--- config.mk ---
export PLATFORM = sky130hd
export DESIGN_NAME = afebg_bank
export DESIGN_NICKNAME = d
export VERILOG_FILES = /design/src/design/afebg_bank.v
export VERILOG_INCLUDE_DIRS = /design/src /design/src/design
export SDC_FILE = /design/constraint.sdc
export NUM_CORES = 1
export LEC_CHECK = 0
export BUFFER_PORTS_ARGS = -buffer_cell sky130_fd_sc_hd__buf_2
export CELL_PAD_IN_SITES_DETAIL_PLACEMENT = 0
export CELL_PAD_IN_SITES_GLOBAL_PLACEMENT = 2
export CORE_MARGIN = 10
export CORE_UTILIZATION = 29
export DETAILED_ROUTE_END_ITERATION = 16
export HOLD_SLACK_MARGIN = 0.15
export PLACE_DENSITY = 0.89
export SLEW_MARGIN = 20
export SYNTH_ARGS = -nofsm -noshare
export SYNTH_HDL_FRONTEND = slang
export SYNTH_SLANG_ARGS = --single-unit
export TNS_END_PERCENT = 50
--- constraint.sdc ---
create_clock -name ref_clk_i -period 1.9 [get_ports ref_clk_i]
set_input_delay 0.19 -clock ref_clk_i [delete_from_list [all_inputs] [get_ports ref_clk_i]]
set_output_delay 0.19 -clock ref_clk_i [all_outputs]
set_load 0.03 [all_outputs]
--- src/design/afebg_regs.vh ---
// Register map, field positions and reset values of the bias, gain and DAC bank
// How it works
// Bias register bits 1:0 pick common-mode level; codes 1.25, 0.5, 0.75, 1 V.
// Bias register bit 2 enables common-mode bias ahead of stages one and two.
// Aux gain register bits 7:6 pick aux input gain 1, 1.33, 2, 5 V/V.
// Temperature register bits 1:0 pick sense gain 1, 1.33, 2, 5 V/V.
// Temperature register bit 7 inverts the third gain stage output.
// Sixteen-bit DAC code word, reset zero, drives the converter input continuously.
// DAC code low byte at lower address, high byte at next address.
// DAC control bit 0 connects converter output to DAC gain stage.
// DAC configuration bit 0 selects ratiometric when 1, absolute when 0.
// Reserved bits read zero; writes to them change no control output.
`ifndef AFEBG_REGS_VH
`define AFEBG_REGS_VH
`define AFEBG_ADDR_W 32
`define AFEBG_ADDR_BIAS 32'h4000_0528
`define AFEBG_ADDR_AUX 32'h4000_052a
`define AFEBG_ADDR_TEMP 32'h4000_052b
`define AFEBG_ADDR_DAC_LO 32'h4000_0530
`define AFEBG_ADDR_DAC_HI 32'h4000_0531
`define AFEBG_ADDR_DAC_CTRL 32'h4000_0538
`define AFEBG_ADDR_DAC_CFG 32'h4000_0539
`define AFEBG_RST_BYTE 8'h00
`define AFEBG_RST_WORD 16'h0000
`define AFEBG_RST_2B 2'h0
`define AFEBG_RST_1B 1'h0
`define AFEBG_BIAS_LVL_MSB 1
`define AFEBG_BIAS_LVL_LSB 0
`define AFEBG_BIAS_EN_BIT 2
`define AFEBG_AUX_GAIN_MSB 7
`define AFEBG_AUX_GAIN_LSB 6
`define AFEBG_TEMP_GAIN_MSB 1
`define AFEBG_TEMP_GAIN_LSB 0
`define AFEBG_INV_BIT 7
`define AFEBG_CONNECT_BIT 0
`define AFEBG_RATIO_BIT 0
`define AFEBG_LVL_1V25 2'h0
`define AFEBG_LVL_0V5 2'h1
`define AFEBG_LVL_0V75 2'h2
`define AFEBG_LVL_1V 2'h3
`endif

--- src/design/afebg_bank.v ---
// Byte-wide configuration bank for analog front end bias, gains and output DAC
`timescale 1ns/100ps
`include "afebg_regs.vh"
module afebg_bank (
  input wire ref_clk_i,
  input wire rst_n_i,
  input wire [`AFEBG_ADDR_W-1:0] addr_i,
  input wire wr_en_i,
  input wire rd_en_i,
  input wire [7:0] wdata_i,
  output wire [7:0] rdata_o,
  output wire rvalid_o,
  output wire [1:0] common_mode_bias_level_o,
  output wire common_mode_bias_enable_o,
  output wire [1:0] aux_input_gain_o,
  output wire [1:0] temp_sense_gain_o,
  output wire third_stage_invert_o,
  output wire [15:0] dac_code_o,
  output wire dac_output_connect_o,
  output wire dac_ratiometric_o
);

  // Register select codes; one decode feeds both read and write
  localparam [2:0] SEL_NONE = 3'h0;
  localparam [2:0] SEL_BIAS = 3'h1;
  localparam [2:0] SEL_AUX = 3'h2;
  localparam [2:0] SEL_TEMP = 3'h3;
  localparam [2:0] SEL_DAC_LO = 3'h4;
  localparam [2:0] SEL_DAC_HI = 3'h5;
  localparam [2:0] SEL_DAC_CTRL = 3'h6;
  localparam [2:0] SEL_DAC_CFG = 3'h7;

  // Field state
  reg [1:0] common_mode_bias_level_q;
  reg [1:0] common_mode_bias_level_d;
  reg common_mode_bias_enable_q;
  reg common_mode_bias_enable_d;
  reg [1:0] aux_input_gain_q;
  reg [1:0] aux_input_gain_d;
  reg [1:0] temp_sense_gain_q;
  reg [1:0] temp_sense_gain_d;
  reg third_stage_invert_q;
  reg third_stage_invert_d;
  reg [7:0] dac_code_lo_q;
  reg [7:0] dac_code_lo_d;
  reg [7:0] dac_code_hi_q;
  reg [7:0] dac_code_hi_d;
  reg dac_output_connect_q;
  reg dac_output_connect_d;
  reg dac_ratiometric_q;
  reg dac_ratiometric_d;

  // Read return state
  reg [7:0] rdata_q;
  reg [7:0] rdata_d;
  reg rvalid_q;
  reg rvalid_d;

  // Full address compare; partial decode would alias stray writes
  function [2:0] addr_select;
    input [`AFEBG_ADDR_W-1:0] a;
    begin
      addr_select = SEL_NONE;
      if (a == `AFEBG_ADDR_BIAS) begin
        addr_select = SEL_BIAS;
      end else if (a == `AFEBG_ADDR_AUX) begin
        addr_select = SEL_AUX;
      end else if (a == `AFEBG_ADDR_TEMP) begin
        addr_select = SEL_TEMP;
      end else if (a == `AFEBG_ADDR_DAC_LO) begin
        addr_select = SEL_DAC_LO;
      end else if (a == `AFEBG_ADDR_DAC_HI) begin
        addr_select = SEL_DAC_HI;
      end else if (a == `AFEBG_ADDR_DAC_CTRL) begin
        addr_select = SEL_DAC_CTRL;
      end else if (a == `AFEBG_ADDR_DAC_CFG) begin
        addr_select = SEL_DAC_CFG;
      end
    end
  endfunction

  // Read mux; unmapped addresses and reserved bits return zero
  function [7:0] read_byte;
    input [2:0] s;
    begin
      read_byte = `AFEBG_RST_BYTE;
      if (s == SEL_BIAS) begin
        read_byte[`AFEBG_BIAS_LVL_MSB:`AFEBG_BIAS_LVL_LSB] = common_mode_bias_level_q;
        read_byte[`AFEBG_BIAS_EN_BIT] = common_mode_bias_enable_q;
      end else if (s == SEL_AUX) begin
        read_byte[`AFEBG_AUX_GAIN_MSB:`AFEBG_AUX_GAIN_LSB] = aux_input_gain_q;
      end else if (s == SEL_TEMP) begin
        read_byte[`AFEBG_TEMP_GAIN_MSB:`AFEBG_TEMP_GAIN_LSB] = temp_sense_gain_q;
        read_byte[`AFEBG_INV_BIT] = third_stage_invert_q;
      end else if (s == SEL_DAC_LO) begin
        read_byte = dac_code_lo_q;
      end else if (s == SEL_DAC_HI) begin
        read_byte = dac_code_hi_q;
      end else if (s == SEL_DAC_CTRL) begin
        read_byte[`AFEBG_CONNECT_BIT] = dac_output_connect_q;
      end else if (s == SEL_DAC_CFG) begin
        read_byte[`AFEBG_RATIO_BIT] = dac_ratiometric_q;
      end
    end
  endfunction

  // Bus is on this clock, so no synchroniser is needed
  wire [2:0] sel;
  wire wr_bias;
  wire wr_aux;
  wire wr_temp;
  wire wr_dac_lo;
  wire wr_dac_hi;
  wire wr_dac_ctrl;
  wire wr_dac_cfg;

  assign sel = addr_select(addr_i);
  assign wr_bias = wr_en_i && (sel == SEL_BIAS);
  assign wr_aux = wr_en_i && (sel == SEL_AUX);
  assign wr_temp = wr_en_i && (sel == SEL_TEMP);
  assign wr_dac_lo = wr_en_i && (sel == SEL_DAC_LO);
  assign wr_dac_hi = wr_en_i && (sel == SEL_DAC_HI);
  assign wr_dac_ctrl = wr_en_i && (sel == SEL_DAC_CTRL);
  assign wr_dac_cfg = wr_en_i && (sel == SEL_DAC_CFG);

  // Only named field bits are stored; reserved bits are dropped
  always @* begin
    common_mode_bias_level_d = common_mode_bias_level_q;
    if (wr_bias) begin
      common_mode_bias_level_d = wdata_i[`AFEBG_BIAS_LVL_MSB:`AFEBG_BIAS_LVL_LSB];
    end
  end

  always @* begin
    common_mode_bias_enable_d = common_mode_bias_enable_q;
    if (wr_bias) begin
      common_mode_bias_enable_d = wdata_i[`AFEBG_BIAS_EN_BIT];
    end
  end

  always @* begin
    aux_input_gain_d = aux_input_gain_q;
    if (wr_aux) begin
      aux_input_gain_d = wdata_i[`AFEBG_AUX_GAIN_MSB:`AFEBG_AUX_GAIN_LSB];
    end
  end

  always @* begin
    temp_sense_gain_d = temp_sense_gain_q;
    if (wr_temp) begin
      temp_sense_gain_d = wdata_i[`AFEBG_TEMP_GAIN_MSB:`AFEBG_TEMP_GAIN_LSB];
    end
  end

  always @* begin
    third_stage_invert_d = third_stage_invert_q;
    if (wr_temp) begin
      third_stage_invert_d = wdata_i[`AFEBG_INV_BIT];
    end
  end

  // Byte halves update apart; software writes both to avoid a torn code
  always @* begin
    dac_code_lo_d = dac_code_lo_q;
    if (wr_dac_lo) begin
      dac_code_lo_d = wdata_i;
    end
  end

  always @* begin
    dac_code_hi_d = dac_code_hi_q;
    if (wr_dac_hi) begin
      dac_code_hi_d = wdata_i;
    end
  end

  always @* begin
    dac_output_connect_d = dac_output_connect_q;
    if (wr_dac_ctrl) begin
      dac_output_connect_d = wdata_i[`AFEBG_CONNECT_BIT];
    end
  end

  always @* begin
    dac_ratiometric_d = dac_ratiometric_q;
    if (wr_dac_cfg) begin
      dac_ratiometric_d = wdata_i[`AFEBG_RATIO_BIT];
    end
  end

  // Read sees the old value when a write lands in the same cycle
  always @* begin
    rvalid_d = rd_en_i;
    rdata_d = rdata_q;
    if (rd_en_i) begin
      rdata_d = read_byte(sel);
    end
  end

  always @(posedge ref_clk_i or negedge rst_n_i) begin
    if (!rst_n_i) begin
      common_mode_bias_level_q <= `AFEBG_LVL_1V25;
    end else begin
      common_mode_bias_level_q <= common_mode_bias_level_d;
    end
  end

  always @(posedge ref_clk_i or negedge rst_n_i) begin
    if (!rst_n_i) begin
      common_mode_bias_enable_q <= `AFEBG_RST_1B;
    end else begin
      common_mode_bias_enable_q <= common_mode_bias_enable_d;
    end
  end

  always @(posedge ref_clk_i or negedge rst_n_i) begin
    if (!rst_n_i) begin
      aux_input_gain_q <= `AFEBG_RST_2B;
    end else begin
      aux_input_gain_q <= aux_input_gain_d;
    end
  end

  always @(posedge ref_clk_i or negedge rst_n_i) begin
    if (!rst_n_i) begin
      temp_sense_gain_q <= `AFEBG_RST_2B;
    end else begin
      temp_sense_gain_q <= temp_sense_gain_d;
    end
  end

  always @(posedge ref_clk_i or negedge rst_n_i) begin
    if (!rst_n_i) begin
      third_stage_invert_q <= `AFEBG_RST_1B;
    end else begin
      third_stage_invert_q <= third_stage_invert_d;
    end
  end

  always @(posedge ref_clk_i or negedge rst_n_i) begin
    if (!rst_n_i) begin
      dac_code_lo_q <= `AFEBG_RST_BYTE;
    end else begin
      dac_code_lo_q <= dac_code_lo_d;
    end
  end

  always @(posedge ref_clk_i or negedge rst_n_i) begin
    if (!rst_n_i) begin
      dac_code_hi_q <= `AFEBG_RST_BYTE;
    end else begin
      dac_code_hi_q <= dac_code_hi_d;
    end
  end

  always @(posedge ref_clk_i or negedge rst_n_i) begin
    if (!rst_n_i) begin
      dac_output_connect_q <= `AFEBG_RST_1B;
    end else begin
      dac_output_connect_q <= dac_output_connect_d;
    end
  end

  always @(posedge ref_clk_i or negedge rst_n_i) begin
    if (!rst_n_i) begin
      dac_ratiometric_q <= `AFEBG_RST_1B;
    end else begin
      dac_ratiometric_q <= dac_ratiometric_d;
    end
  end

  always @(posedge ref_clk_i or negedge rst_n_i) begin
    if (!rst_n_i) begin
      rdata_q <= `AFEBG_RST_BYTE;
    end else begin
      rdata_q <= rdata_d;
    end
  end

  always @(posedge ref_clk_i or negedge rst_n_i) begin
    if (!rst_n_i) begin
      rvalid_q <= `AFEBG_RST_1B;
    end else begin
      rvalid_q <= rvalid_d;
    end
  end

  // Every output is a flop, so the analog side never sees decode glitches
  assign rdata_o = rdata_q;
  assign rvalid_o = rvalid_q;
  assign common_mode_bias_level_o = common_mode_bias_level_q;
  assign common_mode_bias_enable_o = common_mode_bias_enable_q;
  assign aux_input_gain_o = aux_input_gain_q;
  assign temp_sense_gain_o = temp_sense_gain_q;
  assign third_stage_invert_o = third_stage_invert_q;
  assign dac_code_o = {dac_code_hi_q, dac_code_lo_q};
  assign dac_output_connect_o = dac_output_connect_q;
  assign dac_ratiometric_o = dac_ratiometric_q;

endmodule // afebg_bank

==> flow_summary.ini, run 1 <==
[run_status]
run_status = complete, no violations

[synth]
async_flop_share = 1.000
ys_ff_latch = 35
synth-main-ff-cell = dfrtp_1
yosysWarnings = 0
syn_nets = 185
synth_edf_count = 0
synth_area_mm2 = 0.001782
syn-mean-instance-area_um2 = 12.64
ys_seq_area_frac = 0.4916
syn_inst = 141
synth.distinct_cells = 39

[sta]
whs_ps = 160.7
worst_pin_slew_ps = 786.8
slew_headroom = 0.4754
timing.fmax_mhz = 619.1
period_needed_ps = 1615
rsz0062_at_grt = false
finalHoldViolCount = 0
slew_violations = 0
setup_viol = 0
period_share = 0.8501
finClkSkew_ps = 2.041

[global_route]
grt-ovfl-total = 0
grtUsageTotal = 0.1065
grt_pass1_wl_um = 8314
grt_pass1_vias = 1576
grt_max_degree = 36
antenna_found_initial = 0

[cts]
path_clk_slew_ps = 70
clock_latency_ps = 280
ctsRootBufferMaster = clkbuf_8
cts_resized = 0
cts_setup_buffers = 0
htreeDepth = 2
cts_tree = yes
numCtsBuffers = 5
cts_hold_buf = 1
clk_path_buf_depth = 2
cts.sinks = 35

[route]
viasPerCell = 4.669
detail-route-antenna-nets = 0
drt_iter0_drc = 73
routed_wl_um = 5205
first_pass_iters = 6
post-route-drc-count = 0
dr_total_vias = 1438
wire_per_inst_um = 16.90

[placed_design]
dp_hpwl_um = 4137
dpl.cell_count = 298
place.gp.congestion = 0.7839
port_buffers = 78

[die]
std_cell_rows = 28
io_pins = 79
die_y_um = 98.38
die_x_um = 98.38
dieArea_mm2 = 0.009679
core_area_mm2 = 0.005956
start_util = 0.2992

[critical_path]
worst_ep_required_time_ps = 2070
critPathMaxFanout = 8
slowest_delay_ps = 400
critPathArrivalTime_ps = 1780
slowest_stage = and4_4
start_kind = primary input
crit_type = primary input to flip-flop
worstPathCellList = buf_2 > nor4_2 > nand4_2 > nor3_4 > and4_4 > mux2_4
worst_setup_path_end_kind = flip-flop

[pwr]
leakage_nw = 1.274
power.total_mw = 1.373
power_density_mw_per_mm2 = 568.4
ir_worst_vdd_uv = 311.8

[finish]
antenna_cells = 0
drive_gt1_frac = 0.5880
fin_util = 0.4055
area_growth_syn_to_layout_pct = 35.53
fin_nets = 276
final_cells = 308

[worst_hold_path]
hp-class = primary input to flip-flop

[run]
max_cap_viol_count = 0
worst max-delay path: cells and delay by family:
family	cells	cell delay [ps]
multiplexers	1	320
buffers and inverters	1	100
AND/OR/NAND/NOR	4	1160
final timing paths:
check	from	end	slack (ps)	cells after the start
hold reg to reg	rdata_o[4]	rdata_o[4]	530	2
setup reg to reg	common_mode_bias_level_o[0]	rdata_o[0]	440	5
setup / recovery	addr_i[17]	dac_code_hi_q[1]	280	6
max in group asynchronous	rst_n_i	aux_input_gain_o[1]	860	2
min in group asynchronous	rst_n_i	dac_ratiometric_o	540	2
hold / removal	wdata_i[3]	dac_code_hi_q[3]	160	2
layer usage:
metal / global-route usage / wire length (um) / vias to the layer above
li1: - / - / 712
met1: 0.1316 / 2355 / 685
met2: 0.1699 / 2585 / 39
met3: 0.03805 / 240 / 2
met4: 0.02977 / 23 / 0
met5: 0 / 0 / -
Yosys cell counts (3+ instances only):
master	n	area share
mux2_2	25	0.16
nor4_2	3	0.021
mux2_4	8	0.067
dfrtp_1	35	0.49
inv_1	8	0.017
nand2_1	9	0.019
nor2b_1	3	0.011
nand4_1	3	0.011
and3_1	3	0.011
clkbuf_1	3	0.0063
a22oi_1	3	0.013
o22ai_1	8	0.028
layout by cell type (no fill, tap or decap), drive strengths merged, types with 3 or more instances in the layout:
| master | n |
|---|---|
| a22oi | 3 |
| and3 | 4 |
| buf | 88 |
| clkbuf | 7 |
| dfrtp | 35 |
| inv | 8 |
| mux2 | 33 |
| nand2 | 9 |
| nand4 | 4 |
| nor2b | 3 |
| nor4 | 5 |
| o22ai | 8 |
cell type report:
cell class	count	area, um^2
clock inverter	1	5.005
fill	609	3541
timing repair buffer	90	498.0
clock buffer	7	76.32
inverter	8	30.03
multi-input combinational	92	835.8
tap	75	93.84
sequential	35	875.8
registers in the layout, indices dropped and copies added, names as in the netlist:
signal / cells
dac_code_lo_q: 8
dac_ratiometric_o: 1
common_mode_bias_level_o: 2
dac_code_hi_q: 8
aux_input_gain_o: 2
rvalid_o: 1
third_stage_invert_o: 1
temp_sense_gain_o: 2
rdata_o: 8
common_mode_bias_enable_o: 1
dac_output_connect_o: 1
cell families after synthesis:
| logic type | count (synthesis) | synth area share |
|---|---|---|
| buffers and inverters | 14 | 0.03932 |
| AND/OR/NAND/NOR | 39 | 0.1615 |
| flip-flops | 35 | 0.4916 |
| AO/OA/AOI/OAI | 19 | 0.07655 |
| multiplexers | 34 | 0.2310 |
power by group:
group	total (mW)	internal (mW)	leakage (nW)	switching, mW
clock network	0.513	0.257	0.0422	0.256
registers	0.746	0.746	0.487	0.000175
logic	0.113	0.0497	0.745	0.0636
total	1.37	1.05	1.27	0.320
stage by stage:
| stage | worst slack, ps | setup TNS (ps) | instance area, um^2 |
|---|---|---|---|
| global route | 187.7 | 0 | 2415 |
| detailed placement | -27.24 | -186.6 | 2313 |
| global placement | -28.14 | -213.1 | 2313 |
| CTS | 280.2 | 0 | 2405 |
| floorplan | 96.04 | 0 | 1782 |
| finish | 284.7 | 0 | 2415 |
Power figures use the tool's default switching activity.
==> run 2: changes to the inputs <==
Settings changed: CORE_MARGIN 10 to not set, CTS_CLUSTER_SIZE set to 12.
==> run 2 against run 1 <==
  * Die area fell by 33%
  * Combinational power barely moved
  * Global-route usage rose by 4.8 points
  * Sequential power barely moved
  * Non-clock buffer count did not move
  * Via count rose by 3.3%
  * Total power rose by 13%
  * First-iteration DRC count fell by 18%
  * Sequential share of layout area fell by 0.32 points
  * Final cell count did not move
  * Critical path type unchanged
  * Largest cell class unchanged
==> flow_summary.ini, run 2 (synthesis gave the netlist of run 1 again) <==
[critical_path]
worst_ep_required_time_ps = 2070
cp_common_cell = buf_4
crit_type = primary input to flip-flop
slowest_stage = mux2_2
critPathArrivalTime_ps = 1750
critPathMaxFanout = 4
cp_num_buf_inv = 3
worstPathCellList = buf_2 > nor4_2 > nand4_2 > buf_4 > nor4_4 > buf_4 > mux2_2
start_kind = primary input
slowest_delay_ps = 330
worst_setup_path_end_kind = flip-flop
crit_family = simple AND/OR/NAND/NOR gates

[route]
wire_per_inst_um = 14.96
dr_total_vias = 1486
post-route-drc-count = 0
viasPerCell = 4.825
drt_iter0_drc = 60
first_pass_iters = 4
routed_wl_um = 4608
detail-route-antenna-nets = 0

[global_route]
grt_max_degree = 36
grt_pass1_vias = 1468
antenna_found_initial = 0
grt-ovfl-total = 0
grt_pass1_wl_um = 7493
grtUsageTotal = 0.1548

[sta]
setup_slack_ps = 321.7
finalSetupTns_ps = 0
slew_violations = 0
timing.fmax_mhz = 633.6
worst_pin_slew_ps = 783.7
rsz0062_at_grt = false
finClkSkew_ps = 10.62
period_needed_ps = 1578
slew_headroom = 0.4775
setup_viol = 0
period_share = 0.8307
finalHoldViolCount = 0

[placed_design]
port_buffers = 78
place_ws_ps = 2.362
dp_hpwl_um = 3614
place.gp.congestion = 0.7661

[finish]
final_cell_mix = buf_2, dfrtp_1, mux2_2, buf_4, nand2_1
antenna_cells = 0
fin_nets = 276
n_fill_cell = 589
multi_input_area_um2 = 835.8
drive_gt1_frac = 0.6009
area_growth_syn_to_layout_pct = 36.73
regArea_um2 = 875.8
layout_commonest_cell = buf_2

[cts]
clk_path_buf_depth = 2
cts.sinks = 35
ctsRootBufferMaster = clkbuf_8
cts_setup_buffers = 0
htreeDepth = 2
cts_resized = 0
clock_latency_ps = 290
path_clk_slew_ps = 60
cts_tree = yes
numCtsBuffers = 5

[die]
dieArea_mm2 = 0.006461
io_pins = 79
std_cell_rows = 28
core_area_mm2 = 0.005921
start_util = 0.3009
die_y_um = 80.38
die_x_um = 80.38

[worst_hold_path]
hp-class = primary input to flip-flop

[pwr]
ir_worst_vdd_uv = 323.3
leakage_nw = 1.292
power_density_mw_per_mm2 = 634.0
power.total_mw = 1.544

[run]
max_cap_viol_count = 0

[run_status]
run_status = complete, no violations
-- run 2: changes by cell type in the layout (fill, tap and decap cells not counted) --
cell,delta
clkbuf_1,-2
buf_12,-1
bufinv_16,+1
dlygate4sd3_1,-1
clkbuf_8,+1
buf_4,+2
-- run 2: worst reg2reg max path: stages (launching register included) --
cell and delay (ps):
dfrtp_1 400, mux2_2 270, a22o_1 180, a32o_1 260, a31oi_1 150, o22ai_1 100
-- run 2: path summary, 6_finish.rpt --
check,slack (ps),from,depth (start not counted),endpoint
max in group asynchronous,870,rst_n_i,2,dac_code_lo_q[2]
worst max-delay path,320,addr_i[22],7,dac_code_lo_q[2]
worst min-delay path,160,wdata_i[5],2,dac_code_hi_q[5]
worst max register to register,430,common_mode_bias_level_o[0],5,rdata_o[0]
min in group asynchronous,520,rst_n_i,2,dac_code_lo_q[6]
worst min register to register,530,rdata_o[3],2,rdata_o[3]
-- run 2: metrics by stage --
step / instance area (um^2) / hold WS [ps] / cells / util
after floorplan: 1782 / -105.6 / 141 / -
after global placement: 2308 / 310.1 / 299 / 0.3899
after detailed placement: 2308 / 310.0 / 299 / 0.3899
after CTS: 2436 / 153.4 / 308 / 0.4115
after global routing: 2436 / 150.5 / 308 / 0.4115
final: 2436 / 156.0 / 308 / 0.4115
-- run 2: cell type report --
cell class / count / area share
clock buffer: 6 / 0.03390
clock inverter: 2 / 0.01438
inverter: 8 / 0.01233
multi-input combinational: 92 / 0.3431
sequential: 35 / 0.3595
tap: 75 / 0.03852
timing repair buffer: 90 / 0.1983
-- run 2: timing repair --
action                                  CTS  global route
hold buffers                              1             0
endpoints found under the hold margin    35             0
endpoints found under the setup margin    0             0
-- run 2: power by group --
group / total [mW] / internal [mW] / switching (mW)
clock: 0.686 / 0.424 / 0.262
combinational: 0.112 / 0.0483 / 0.0639
sequential: 0.746 / 0.746 / 0.000192
total: 1.54 / 1.22 / 0.326
-- run 2: layer usage --
metal	track usage	up-vias	wire length, um
met3	0.04318	6	209
met2	0.2551	38	2301
met5	0	-	0
met4	0.03393	0	41
met1	0.2006	735	2056
li1	-	707	-
